[config.mk]
export PLATFORM = sky130hd
export DESIGN_NAME = frt_top
export DESIGN_NICKNAME = d
export VERILOG_FILES = /design/src/pkg/frt_pkg.sv /design/src/pkg/frt_cap_if.sv /design/src/hw/frt_prescale.sv /design/src/hw/frt_capture.sv /design/src/hw/frt_top.sv
export SDC_FILE = /design/constraint.sdc
export NUM_CORES = 1
export LEC_CHECK = 0
export BUFFER_PORTS_ARGS = -buffer_cell sky130_fd_sc_hd__buf_2
export CORE_MARGIN = 2
export CORE_UTILIZATION = 56
export CTS_CLUSTER_SIZE = 40
export DETAILED_ROUTE_END_ITERATION = 8
export PLACE_DENSITY = 0.8
export SYNTH_ARGS = -nofsm -noshare
export SYNTH_HDL_FRONTEND = slang
export SYNTH_HIERARCHICAL = 1
export SYNTH_SLANG_ARGS = --single-unit
[constraint.sdc]
create_clock -name clk -period 2.47 [get_ports clk]
set_input_delay 0.494 -clock clk [delete_from_list [all_inputs] [get_ports clk]]
set_output_delay 0.494 -clock clk [all_outputs]
set_load 0.01 [all_outputs]
[src/pkg/frt_pkg.sv]
package frt_pkg;
  // register byte addresses on the apb
  localparam logic [7:0] OFS_CTRL_ONE = 8'h00;
  localparam logic [7:0] OFS_CTRL_TWO = 8'h04;
  localparam logic [7:0] OFS_STATUS = 8'h08;
  localparam logic [7:0] OFS_CNT_HI = 8'h0c;
  localparam logic [7:0] OFS_CNT_LO = 8'h10;
  localparam logic [7:0] OFS_ALT_HI = 8'h14;
  localparam logic [7:0] OFS_ALT_LO = 8'h18;
  localparam logic [7:0] OFS_CAP1_HI = 8'h1c;
  localparam logic [7:0] OFS_CAP1_LO = 8'h20;
  localparam logic [7:0] OFS_CAP2_HI = 8'h24;
  localparam logic [7:0] OFS_CAP2_LO = 8'h28;
  // control_reg_one fields
  localparam int CTL1_CAP_IE = 7;
  localparam int CTL1_OVF_IE = 5;
  localparam int CTL1_CAP1_EDGE = 1;
  // control_reg_two fields
  localparam int CTL2_PWM = 7;
  localparam int CTL2_OPM = 6;
  localparam int CTL2_CLK_LSB = 2;
  localparam int CTL2_CAP2_EDGE = 1;
  localparam int CTL2_EXT_EDGE = 0;
  // timer_status_reg fields
  localparam int STAT_CAP1 = 7;
  localparam int STAT_CAP2 = 6;
  localparam int STAT_OVF = 5;
  localparam logic [7:0] CTRL_ONE_RESET = 8'h00;
  localparam logic [7:0] CTRL_TWO_RESET = 8'h00;
  localparam logic [15:0] CNT_RESET = 16'hfffc;
  localparam logic [15:0] CNT_MAX = 16'hffff;
  // timer_clock_select codes
  localparam logic [1:0] CLK_SEL_DIV4 = 2'h0;
  localparam logic [1:0] CLK_SEL_DIV2 = 2'h1;
  localparam logic [1:0] CLK_SEL_DIV8 = 2'h2;
  localparam logic [1:0] CLK_SEL_EXT = 2'h3;
  localparam logic [2:0] DIV2_MASK = 3'h1;
  localparam logic [2:0] DIV4_MASK = 3'h3;
  localparam logic [2:0] DIV8_MASK = 3'h7;
endpackage

[src/pkg/frt_cap_if.sv]
`timescale 1ns/10ps
interface frt_cap_if;
  logic [15:0] count;
  logic pin;
  logic edge_sel;
  logic allowed;
  logic high_rd;
  logic low_acc;
  logic stat_seen;
  logic [15:0] value;
  logic flag;
  modport chan (
    input count, pin, edge_sel, allowed, high_rd, low_acc, stat_seen,
    output value, flag
  );
  modport ctrl (
    output count, pin, edge_sel, allowed, high_rd, low_acc, stat_seen,
    input value, flag
  );
endinterface

[src/hw/frt_prescale.sv]
`timescale 1ns/10ps
module frt_prescale
  import frt_pkg::*;
(
  input wire logic clk,
  input wire logic rst_n,
  input wire logic [1:0] clock_select,
  input wire logic ext_edge_sel,
  input wire logic ext_pin,
  output logic tick
);
  logic [2:0] div;
  logic ext_s1, ext_s2, ext_prev, ext_hit;

  function automatic logic [2:0] div_mask(input logic [1:0] sel);
    case (sel)
      CLK_SEL_DIV2: div_mask = DIV2_MASK;
      CLK_SEL_DIV8: div_mask = DIV8_MASK;
      default: div_mask = DIV4_MASK;
    endcase
  endfunction

  always_ff @(negedge clk) begin
    if (!rst_n) begin
      ext_s1 <= 1'b0;
      ext_s2 <= 1'b0;
      ext_prev <= 1'b0;
    end else begin
      ext_s1 <= ext_pin;
      ext_s2 <= ext_s1;
      ext_prev <= ext_s2;
    end
  end

  assign ext_hit = ext_edge_sel ? (ext_s2 & ~ext_prev) : (~ext_s2 & ext_prev);

  always_ff @(posedge clk) begin
    if (!rst_n) div <= 3'h0;
    else div <= div + 3'h1;
  end

  always_ff @(posedge clk) begin
    if (!rst_n) tick <= 1'b0;
    else if (clock_select == CLK_SEL_EXT) tick <= ext_hit;
    else tick <= (div & div_mask(clock_select)) == div_mask(clock_select);
  end

  int_tick_a: assert property (@(posedge clk) disable iff (!rst_n)
    (tick && clock_select != CLK_SEL_EXT && $past(clock_select) != CLK_SEL_EXT) |=> !tick)
    else $error("internal tick lasted two cycles");
endmodule

[src/hw/frt_capture.sv]
`timescale 1ns/10ps
module frt_capture (
  input wire logic clk,
  input wire logic rst_n,
  frt_cap_if.chan ch
);
  logic pin_s1, pin_s2, pin_prev, inhibit, armed, hit, cap_evt;

  always_ff @(posedge clk) begin
    if (!rst_n) begin
      pin_s1 <= 1'b0;
      pin_s2 <= 1'b0;
      pin_prev <= 1'b0;
    end else begin
      pin_s1 <= ch.pin;
      pin_s2 <= pin_s1;
      pin_prev <= pin_s2;
    end
  end

  assign hit = ch.edge_sel ? (pin_s2 & ~pin_prev) : (~pin_s2 & pin_prev);
  assign cap_evt = hit & ch.allowed & ~inhibit;

  always_ff @(posedge clk) begin
    if (!rst_n) inhibit <= 1'b0;
    else if (ch.high_rd) inhibit <= 1'b1;
    else if (ch.low_acc) inhibit <= 1'b0;
  end

  always_ff @(posedge clk) begin
    if (!rst_n) ch.value <= 16'h0000;
    else if (cap_evt) ch.value <= ch.count;
  end

  always_ff @(posedge clk) begin
    if (!rst_n) armed <= 1'b0;
    else if (ch.stat_seen) armed <= 1'b1;
    else if (ch.low_acc) armed <= 1'b0;
  end

  always_ff @(posedge clk) begin
    if (!rst_n) ch.flag <= 1'b0;
    else if (cap_evt) ch.flag <= 1'b1;
    else if (armed && ch.low_acc) ch.flag <= 1'b0;
  end

  cap_take_a: assert property (@(posedge clk) disable iff (!rst_n)
    cap_evt |=> (ch.flag && ch.value == $past(ch.count)))
    else $error("capture did not store count and flag");

  cap_block_a: assert property (@(posedge clk) disable iff (!rst_n)
    (inhibit && !ch.low_acc) |=> $stable(ch.value))
    else $error("capture value changed while blocked");
endmodule

[src/hw/frt_top.sv]
// The placing of the registers and the APB interface to the registers were decided locally.
`timescale 1ns/10ps
// How it works
// - sixteen-bit free up-counter read as bytes
// - primary and alternate pairs show same count
// - write either low byte reloads FFFCh
// - reset starts counter at FFFCh
// - internal period 131072, 262144 or 524288 cycles
// - prescaler divides cpu clock by 2/4/8
// - both select bits set picks external clock
// - edge bit picks active external edge
// - external clock sampled on falling edges
// - high read latches low until low read
// - lone low read returns live count
// - rollover FFFFh to 0000h sets overflow flag
// - overflow irq needs enable and mask clear
// - overflow clears after status read, low access
// - alternate low access never clears overflow
// - halt freezes counter, reset restarts it
// - capture edge copies count, sets flag
// - each channel has own edge bit
// - one capture irq enable for both
// - capture flag clears after status, low access
// - capture high read blocks channel captures
// - newest capture overwrites older value
// - one-pulse or pwm leaves only channel two
// - capture pin two always connected to timer
module frt_top
  import frt_pkg::*;
(
  input wire logic clk,
  input wire logic rst_n,
  input wire logic psel,
  input wire logic penable,
  input wire logic pwrite,
  input wire logic [7:0] paddr,
  input wire logic [31:0] pwdata,
  output logic [31:0] prdata,
  output logic pready,
  output logic pslverr,
  input wire logic ext_timer_clock_pin,
  input wire logic capture_pin_one,
  input wire logic capture_pin_two,
  input wire logic irq_global_mask,
  input wire logic halt_mode,
  output logic timer_irq,
  output logic [15:0] count_value
);

  function automatic logic is_reg(input logic [7:0] addr, input logic [7:0] ofs);
    is_reg = (addr == ofs);
  endfunction

  function automatic logic is_mapped(input logic [7:0] addr);
    case (addr)
      OFS_CTRL_ONE, OFS_CTRL_TWO, OFS_STATUS,
      OFS_CNT_HI, OFS_CNT_LO, OFS_ALT_HI, OFS_ALT_LO,
      OFS_CAP1_HI, OFS_CAP1_LO, OFS_CAP2_HI, OFS_CAP2_LO: is_mapped = 1'b1;
      default: is_mapped = 1'b0;
    endcase
  endfunction

  logic [7:0] control_reg_one;
  logic [7:0] control_reg_two;
  logic [7:0] lo_latch;
  logic [15:0] snap;
  logic latch_valid;
  logic overflow_flag;
  logic ovf_armed;
  logic tick;
  logic setup;
  logic access;
  logic wr_acc;
  logic rd_acc;
  logic acc_cnt_lo;
  logic acc_alt_lo;
  logic rd_hi;
  logic rd_lo;
  logic stat_rd;
  logic reload;
  logic advance;
  logic ovf_evt;
  logic alt_mode;
  logic [7:0] next_rdata;
  logic [7:0] status_byte;

  frt_cap_if cap_one ();
  frt_cap_if cap_two ();

  // bus phase decode
  assign setup = psel & ~penable;
  assign access = psel & penable & pready;
  assign wr_acc = access & pwrite;
  assign rd_acc = access & ~pwrite;

  assign acc_cnt_lo = access & is_reg(paddr, OFS_CNT_LO);
  assign acc_alt_lo = access & is_reg(paddr, OFS_ALT_LO);
  // both pairs share latch and count
  assign rd_hi = rd_acc & (is_reg(paddr, OFS_CNT_HI) | is_reg(paddr, OFS_ALT_HI));
  assign rd_lo = rd_acc & (is_reg(paddr, OFS_CNT_LO) | is_reg(paddr, OFS_ALT_LO));
  assign stat_rd = rd_acc & is_reg(paddr, OFS_STATUS);

  assign reload = wr_acc & (is_reg(paddr, OFS_CNT_LO) | is_reg(paddr, OFS_ALT_LO));

  assign advance = tick & ~halt_mode & ~reload;

  assign ovf_evt = advance & (count_value == CNT_MAX);

  // capture one off in pulse modes
  assign alt_mode = control_reg_two[CTL2_PWM] | control_reg_two[CTL2_OPM];

  frt_prescale u_prescale (
    .clk(clk),
    .rst_n(rst_n),
    .clock_select(control_reg_two[CTL2_CLK_LSB +: 2]),
    .ext_edge_sel(control_reg_two[CTL2_EXT_EDGE]),
    .ext_pin(ext_timer_clock_pin),
    .tick(tick)
  );

  // control registers
  always_ff @(posedge clk) begin
    if (!rst_n) begin
      control_reg_one <= CTRL_ONE_RESET;
      control_reg_two <= CTRL_TWO_RESET;
    end else if (wr_acc) begin
      if (is_reg(paddr, OFS_CTRL_ONE)) control_reg_one <= pwdata[7:0];
      if (is_reg(paddr, OFS_CTRL_TWO)) control_reg_two <= pwdata[7:0];
    end
  end

  always_ff @(posedge clk) begin
    if (!rst_n) count_value <= CNT_RESET;
    else if (reload) count_value <= CNT_RESET;
    else if (advance) count_value <= count_value + 16'h0001;
  end

  // count seen by the current read, taken at setup
  always_ff @(posedge clk) begin
    if (!rst_n) snap <= CNT_RESET;
    else if (setup) snap <= count_value;
  end

  // low byte held after high read
  always_ff @(posedge clk) begin
    if (!rst_n) begin
      latch_valid <= 1'b0;
      lo_latch <= 8'h00;
    end else if (rd_hi && !latch_valid) begin
      latch_valid <= 1'b1;
      lo_latch <= snap[7:0];
    end else if (rd_lo) begin
      latch_valid <= 1'b0;
    end
  end

  // arm on status read seeing flag
  always_ff @(posedge clk) begin
    if (!rst_n) ovf_armed <= 1'b0;
    else if (stat_rd && prdata[STAT_OVF]) ovf_armed <= 1'b1;
    else if (acc_cnt_lo) ovf_armed <= 1'b0;
  end

  always_ff @(posedge clk) begin
    if (!rst_n) overflow_flag <= 1'b0;
    else if (ovf_evt) overflow_flag <= 1'b1;
    else if (ovf_armed && acc_cnt_lo) overflow_flag <= 1'b0;
  end

  // capture channel hookup
  assign cap_one.count = count_value;
  assign cap_one.pin = capture_pin_one;
  assign cap_one.edge_sel = control_reg_one[CTL1_CAP1_EDGE];
  assign cap_one.allowed = ~alt_mode;
  assign cap_one.high_rd = rd_acc & is_reg(paddr, OFS_CAP1_HI);
  assign cap_one.low_acc = access & is_reg(paddr, OFS_CAP1_LO);
  assign cap_one.stat_seen = stat_rd & prdata[STAT_CAP1];

  assign cap_two.count = count_value;
  assign cap_two.pin = capture_pin_two;
  assign cap_two.edge_sel = control_reg_two[CTL2_CAP2_EDGE];
  assign cap_two.allowed = 1'b1;
  assign cap_two.high_rd = rd_acc & is_reg(paddr, OFS_CAP2_HI);
  assign cap_two.low_acc = access & is_reg(paddr, OFS_CAP2_LO);
  assign cap_two.stat_seen = stat_rd & prdata[STAT_CAP2];

  frt_capture u_cap_one (
    .clk(clk),
    .rst_n(rst_n),
    .ch(cap_one.chan)
  );

  frt_capture u_cap_two (
    .clk(clk),
    .rst_n(rst_n),
    .ch(cap_two.chan)
  );

  always_comb begin
    status_byte = 8'h00;
    status_byte[STAT_CAP1] = cap_one.flag;
    status_byte[STAT_CAP2] = cap_two.flag;
    status_byte[STAT_OVF] = overflow_flag;
  end

  // read data mux, sampled at setup
  always_comb begin
    next_rdata = 8'h00;
    case (paddr)
      OFS_CTRL_ONE: next_rdata = control_reg_one;
      OFS_CTRL_TWO: next_rdata = control_reg_two;
      OFS_STATUS: next_rdata = status_byte;
      OFS_CNT_HI, OFS_ALT_HI: next_rdata = count_value[15:8];
      OFS_CNT_LO, OFS_ALT_LO: next_rdata = latch_valid ? lo_latch : count_value[7:0];
      OFS_CAP1_HI: next_rdata = cap_one.value[15:8];
      OFS_CAP1_LO: next_rdata = cap_one.value[7:0];
      OFS_CAP2_HI: next_rdata = cap_two.value[15:8];
      OFS_CAP2_LO: next_rdata = cap_two.value[7:0];
      default: next_rdata = 8'h00;
    endcase
  end

  // apb answer one cycle after setup
  always_ff @(posedge clk) begin
    if (!rst_n) begin
      prdata <= 32'h0000_0000;
      pready <= 1'b0;
      pslverr <= 1'b0;
    end else begin
      pready <= setup;
      pslverr <= setup & ~is_mapped(paddr);
      if (setup) prdata <= (!pwrite) ? {24'h00_0000, next_rdata} : 32'h0000_0000;
    end
  end

  always_ff @(posedge clk) begin
    if (!rst_n) timer_irq <= 1'b0;
    else timer_irq <= ~irq_global_mask &
      ((overflow_flag & control_reg_one[CTL1_OVF_IE]) |
       ((cap_one.flag | cap_two.flag) & control_reg_one[CTL1_CAP_IE]));
  end

  ctr_reload_a: assert property (@(posedge clk) disable iff (!rst_n)
    reload |=> count_value == CNT_RESET)
    else $error("low byte write did not reload counter");

  rst_value_a: assert property (@(posedge clk) disable iff (!rst_n)
    $rose(rst_n) |-> count_value == CNT_RESET)
    else $error("counter not at reset value after reset");

  ctr_step_a: assert property (@(posedge clk) disable iff (!rst_n)
    advance |=> count_value == $past(count_value) + 16'h0001)
    else $error("counter did not step by one");

  halt_hold_a: assert property (@(posedge clk) disable iff (!rst_n)
    (halt_mode && !reload) |=> $stable(count_value))
    else $error("counter moved during halt");

  ovf_set_a: assert property (@(posedge clk) disable iff (!rst_n)
    ovf_evt |=> (overflow_flag && count_value == 16'h0000))
    else $error("rollover did not set overflow flag");

  alt_keep_a: assert property (@(posedge clk) disable iff (!rst_n)
    (overflow_flag && acc_alt_lo) |=> overflow_flag)
    else $error("alternate low access cleared overflow");

  ovf_clear_a: assert property (@(posedge clk) disable iff (!rst_n)
    $fell(overflow_flag) |-> ($past(acc_cnt_lo) && $past(ovf_armed)))
    else $error("overflow flag cleared without two-step sequence");

  irq_mask_a: assert property (@(posedge clk) disable iff (!rst_n)
    irq_global_mask |=> !timer_irq)
    else $error("interrupt raised while globally masked");

  irq_pend_a: assert property (@(posedge clk) disable iff (!rst_n)
    (overflow_flag && control_reg_one[CTL1_OVF_IE] && !irq_global_mask) |=> timer_irq)
    else $error("pending overflow interrupt not raised");

  latch_hold_a: assert property (@(posedge clk) disable iff (!rst_n)
    (latch_valid && !rd_lo) |=> $stable(lo_latch))
    else $error("latched low byte changed before low read");

  mode_cap_a: assert property (@(posedge clk) disable iff (!rst_n)
    alt_mode |=> $stable(cap_one.value))
    else $error("channel one captured in pulse mode");

  bus_ready_a: assert property (@(posedge clk) disable iff (!rst_n)
    setup |=> pready ##1 !pready)
    else $error("apb answer not one cycle after setup");

  ctr_hold_a: assert property (@(posedge clk) disable iff (!rst_n)
    (!advance && !reload) |=> $stable(count_value))
    else $error("counter moved without a tick");

  latch_set_a: assert property (@(posedge clk) disable iff (!rst_n)
    (rd_hi && !latch_valid) |=> latch_valid)
    else $error("high read did not latch low byte");

  latch_free_a: assert property (@(posedge clk) disable iff (!rst_n)
    rd_lo |=> !latch_valid)
    else $error("low read did not free latch");

  live_lo_a: assert property (@(posedge clk) disable iff (!rst_n)
    (setup && !pwrite && !latch_valid && is_reg(paddr, OFS_ALT_LO)) |=>
      prdata == ({16'h0000, $past(count_value)} & 32'h0000_00ff))
    else $error("lone low read not live count");

  hi_byte_a: assert property (@(posedge clk) disable iff (!rst_n)
    (setup && !pwrite && is_reg(paddr, OFS_CNT_HI)) |=>
      prdata == ({16'h0000, $past(count_value)} >> 8))
    else $error("high byte read wrong");

  alt_hi_a: assert property (@(posedge clk) disable iff (!rst_n)
    (setup && !pwrite && is_reg(paddr, OFS_ALT_HI)) |=>
      prdata == ({16'h0000, $past(count_value)} >> 8))
    else $error("alternate high byte read wrong");

  ovf_hold_a: assert property (@(posedge clk) disable iff (!rst_n)
    (overflow_flag && !acc_cnt_lo) |=> overflow_flag)
    else $error("overflow flag lost without low access");

  ovf_rise_a: assert property (@(posedge clk) disable iff (!rst_n)
    $rose(overflow_flag) |-> $past(ovf_evt))
    else $error("overflow flag set without rollover");

  irq_cap_a: assert property (@(posedge clk) disable iff (!rst_n)
    ((cap_one.flag || cap_two.flag) && control_reg_one[CTL1_CAP_IE] && !irq_global_mask) |=> timer_irq)
    else $error("pending capture interrupt not raised");

  irq_idle_a: assert property (@(posedge clk) disable iff (!rst_n)
    !((overflow_flag && control_reg_one[CTL1_OVF_IE]) ||
      ((cap_one.flag || cap_two.flag) && control_reg_one[CTL1_CAP_IE])) |=> !timer_irq)
    else $error("interrupt raised without enabled cause");

  bus_err_a: assert property (@(posedge clk) disable iff (!rst_n)
    (setup && !is_mapped(paddr)) |=> (pslverr && prdata == 32'h0000_0000))
    else $error("unmapped access not refused");

  bus_ok_a: assert property (@(posedge clk) disable iff (!rst_n)
    (setup && is_mapped(paddr)) |=> !pslverr)
    else $error("mapped access flagged as error");

endmodule

Word-level counts from Yosys, hierarchy flattened
Index checks and enable logic that the tools add are counted.
Cells by class
  $lt $le $gt $ge: 0
  divide/modulo/power cells: 0
  shift-type cells: 0
  add/sub/neg operators: 2
  mux-type cells: 28
  bitwise logic cells: 54
  equal/unequal tests: 15
  reduce and logical (&&, ||, !) cells: 22
  multiply operators: 0
Operator list (number)
  8-bit case mux with 9 select lines: 1
  1-bit AND: 32
  8-bit by 5-bit equality test with 1-bit output (second input constant): 4
  8-bit by 6-bit equality test with 1-bit output (second input constant): 3
  1-bit two-way mux: 22
  2-bit nonzero test: 9
  16-bit by 1-bit adder with 16-bit output (second input constant): 1
  16-bit equality test (second input constant): 1
  8-bit by 4-bit equality test with 1-bit output (second input constant): 2
  8-bit two-way mux: 2
  1-bit NOT: 16
  11-bit OR reduction: 1
  8-bit by 3-bit equality test with 1-bit output (second input constant): 1
  8-bit zero test: 1
  3-bit two-way mux: 2
  3-bit case mux with 2 select lines: 1
  2-bit OR reduction: 3
  1-bit logical AND: 5
  1-bit OR: 5
  2-bit equality test (second input constant): 2
  2-bit AND reduction: 2
  3-bit by 1-bit adder with 3-bit output (second input constant): 1
  3-bit AND: 1
  3-bit equality test: 1
  2 further kinds: 2
Word-level totals
  input bits: 50
  memories kept: 0
  memory bits (read-only): 0
  word-level logic and storage cells: 152
  register bits: 137
  bits in writable memories: 0
  latch bits: 0

Longest topological paths before layout
  depth in word-level cells: 8
  gate-level depth with buffers: 8
  depth with buffers taken out: 5

Hierarchy
Netlist, hierarchy kept.
Modules (own cells, without submodules)
  frt_top: cells each 398, area an instance 3493.4 µm², instances 1, sequential area each 1241.2 µm²
  frt_capture: cells each 88, area an instance 857.1 µm², instances 2, sequential area each 440.4 µm²
  frt_prescale: cells each 23, area an instance 247.7 µm², instances 1, sequential area each 140.1 µm²

==> impl_metrics.toml <==
[logic_synthesis]
syn_inst = 597
yosys_warnings = 6
synth_area_mm2 = 0.00546
synth_top_area_share = 0.415
synth.area.top_cells = "dfxtp_1, mux2i_1, nand2_1"
seq_area_frac_synth = 0.415
netlist_top_cells_count = "nand2_1, dfxtp_1, mux2i_1"
synth-edff-count = 0
synthFlopType = "dfxtp_1"
synth.largest_area_cell = "dfxtp_1"
syn_area_per_cell_um2 = 9.14
synth_cell_types = 60
async_reset_ff_frac = 0
yosysMostFrequentCell = "nand2_1"
synth_seq_cells = 113

[sta]
setup_viol = 0
slew_violations = 0
rsz0062_at_grt = "no"
timing.max_slew.rel_slack = 0.348
tns_ns = 0
worst_pin_slew_ns = 0.977
fin_worst_skew_ns = 0.0236
hold_violations = 0
fin_ws_ns = 0.443

[floorplanning]
rows = 36
ios = 101
coreArea_mm2 = 0.00959
dieArea_mm2 = 0.0105
start_util = 0.569
dieWidth_um = 103
die_h_um = 103

[placement]
hpwl_um = 9700
post-place-ws_ns = 0.127
port_buffers = 52
place_area_mm2 = 0.00576
gp_congestion = 1.00

[power_and_ir_drop]
ir_drop_v = 0.000386
leakage_nw = 2.55
power_density_mw_per_mm2 = 735

[status]
status = "completed"

[clock_network]
clk_path_buf_depth = 2
htree_levels = 4
clkTransAtPathRegs_ns = 0.06
cts_tree = "yes"
cts.sinks = 113
cts_inserted_buffers = 17
clockRootBuffer = "clkbuf_8"
insertion_delay_ns = 0.52
hold_buffers = 0
cts-resized-gates = 0
cts_setup_buffers = 0

[job]
max_cap_violations = 0

[route]
final_antenna_net_count = 0
drt-pass1-iter-count = 5
drc_errors = 0
drtIter0Drc = 346
vias_per_cell = 5.68
avgRoutedWirePerCell_um = 17.6
vias = 4550
wl_um = 14100

[global_route]
grt-ovfl-total = 0
grt_max_degree = 74
antenna_found_initial = 0
grt_usage = 0.275
grt_pass1_vias = 4254
grt_first_pass_wirelength_um = 21600

[layout]
antenna_cells = 0
final_area_mm2 = 0.00640
syn_to_final_growth_pct = 17.3
fin_nets = 707
layout-drive-gt1-share = 0.189

[worst_setup_path]
worstPathMaxFanout = 3
endpoint_kind = "flip-flop"
cp_data_required_time_ns = 2.93
startpoint_type = "flip-flop"
critPathKind = "reg2reg"
arrival_ns = 2.49

[worst_hold_path]
hp-class = "in2reg"
-- per-stage QoR --
stage / utilization / hold WS, ns / total power [W] / instances
finish: 0.667 / 0.174 / 0.00471 / 801
global placement: 0.600 / 0.414 / 0.00214 / 767
detailed placement: 0.600 / 0.433 / 0.00215 / 767
global route: 0.667 / 0.159 / 0.00485 / 801
CTS: 0.667 / 0.160 / 0.00472 / 801
floorplan: - / 0.412 / 0.00210 / 620
-- sequential cells by signal, summed over array words and instances (netlist names), 3 cells and up --
register            flops
lo_latch                8
control_reg_two         8
control_reg_one         8
u_cap_one/ch.value     16
count_value            16
prdata                  8
u_cap_two/ch.value     16
u_prescale/div          3
snap                    8
-- final timing paths --
check                          from                to  slack, ns  depth (start not counted)
setup / recovery  u_prescale/ext_s2   u_prescale/tick       0.44                          3
hold / removal      capture_pin_two  u_cap_two/pin_s1       0.17                          2
setup reg to reg  u_prescale/ext_s2   u_prescale/tick       0.44                          3
hold reg to reg    u_cap_one/pin_s1  u_cap_one/pin_s2       0.44                          1
-- cell usage in the layout (no fill, tap or decap), types with 6 or more instances in the layout --
| master | instances |
|---|---|
| nand3b_1 | 6 |
| clkbuf_8 | 6 |
| xnor2_1 | 10 |
| a21oi_1 | 7 |
| nand2b_1 | 7 |
| nand3_1 | 24 |
| and2_1 | 13 |
| mux2i_1 | 63 |
| nand4_1 | 8 |
| buf_4 | 20 |
| nor2_1 | 8 |
| inv_1 | 8 |
| a221oi_1 | 6 |
| a22oi_1 | 6 |
| mux2_2 | 9 |
| buf_2 | 52 |
| dfxtp_1 | 113 |
| nand2_1 | 114 |
| conb_1 | 25 |
| o21ai_0 | 15 |
| clkbuf_16 | 16 |
| o21a_1 | 6 |
| and3_1 | 9 |
| nor3_1 | 6 |
| nor2b_1 | 38 |
-- worst max-delay path: stages, from the launching register on --
cell	delay (ns)
dfxtp_1	0.35
nand2_1	0.06
o22ai_1	0.15
a41o_1	0.19
-- cell type report --
class,instances,area [µm²]
well taps,133,166
clock inverters,12,163
clock buffers,23,487
multi-input cells,443,2890
inverters,5,18.8
fillers,717,3190
repair buffers,72,410
flip-flops and latches,113,2260
-- cell families after synthesis --
kind of cell	after synthesis	share of synthesized area
multiplexers	73	0.138
XOR/XNOR	14	0.0225
AND/OR/NAND/NOR	262	0.257
flip-flops	113	0.415
buffers and inverters	64	0.0706
other	2	0.00138
AO/OA/AOI/OAI	67	0.0913
adder cells (fa/ha/maj)	2	0.00459
-- power breakdown --
part	total (W)	leakage (nW)	switching, W	internal (W)
logic	0.000231	1.31	0.000147	0.0000835
registers	0.00187	0.916	0.0000178	0.00186
clock network	0.00260	0.330	0.000828	0.00177
-- layer usage --
metal  track usage  up-vias  wire [µm]
met4         0.126        0        439
met3        0.0881       34       1160
li1              -     2150          -
met1         0.331     2165       5700
met5             0        -          0
met2         0.449      201       6770
Note: power is estimated with default switching activity, not from simulation.
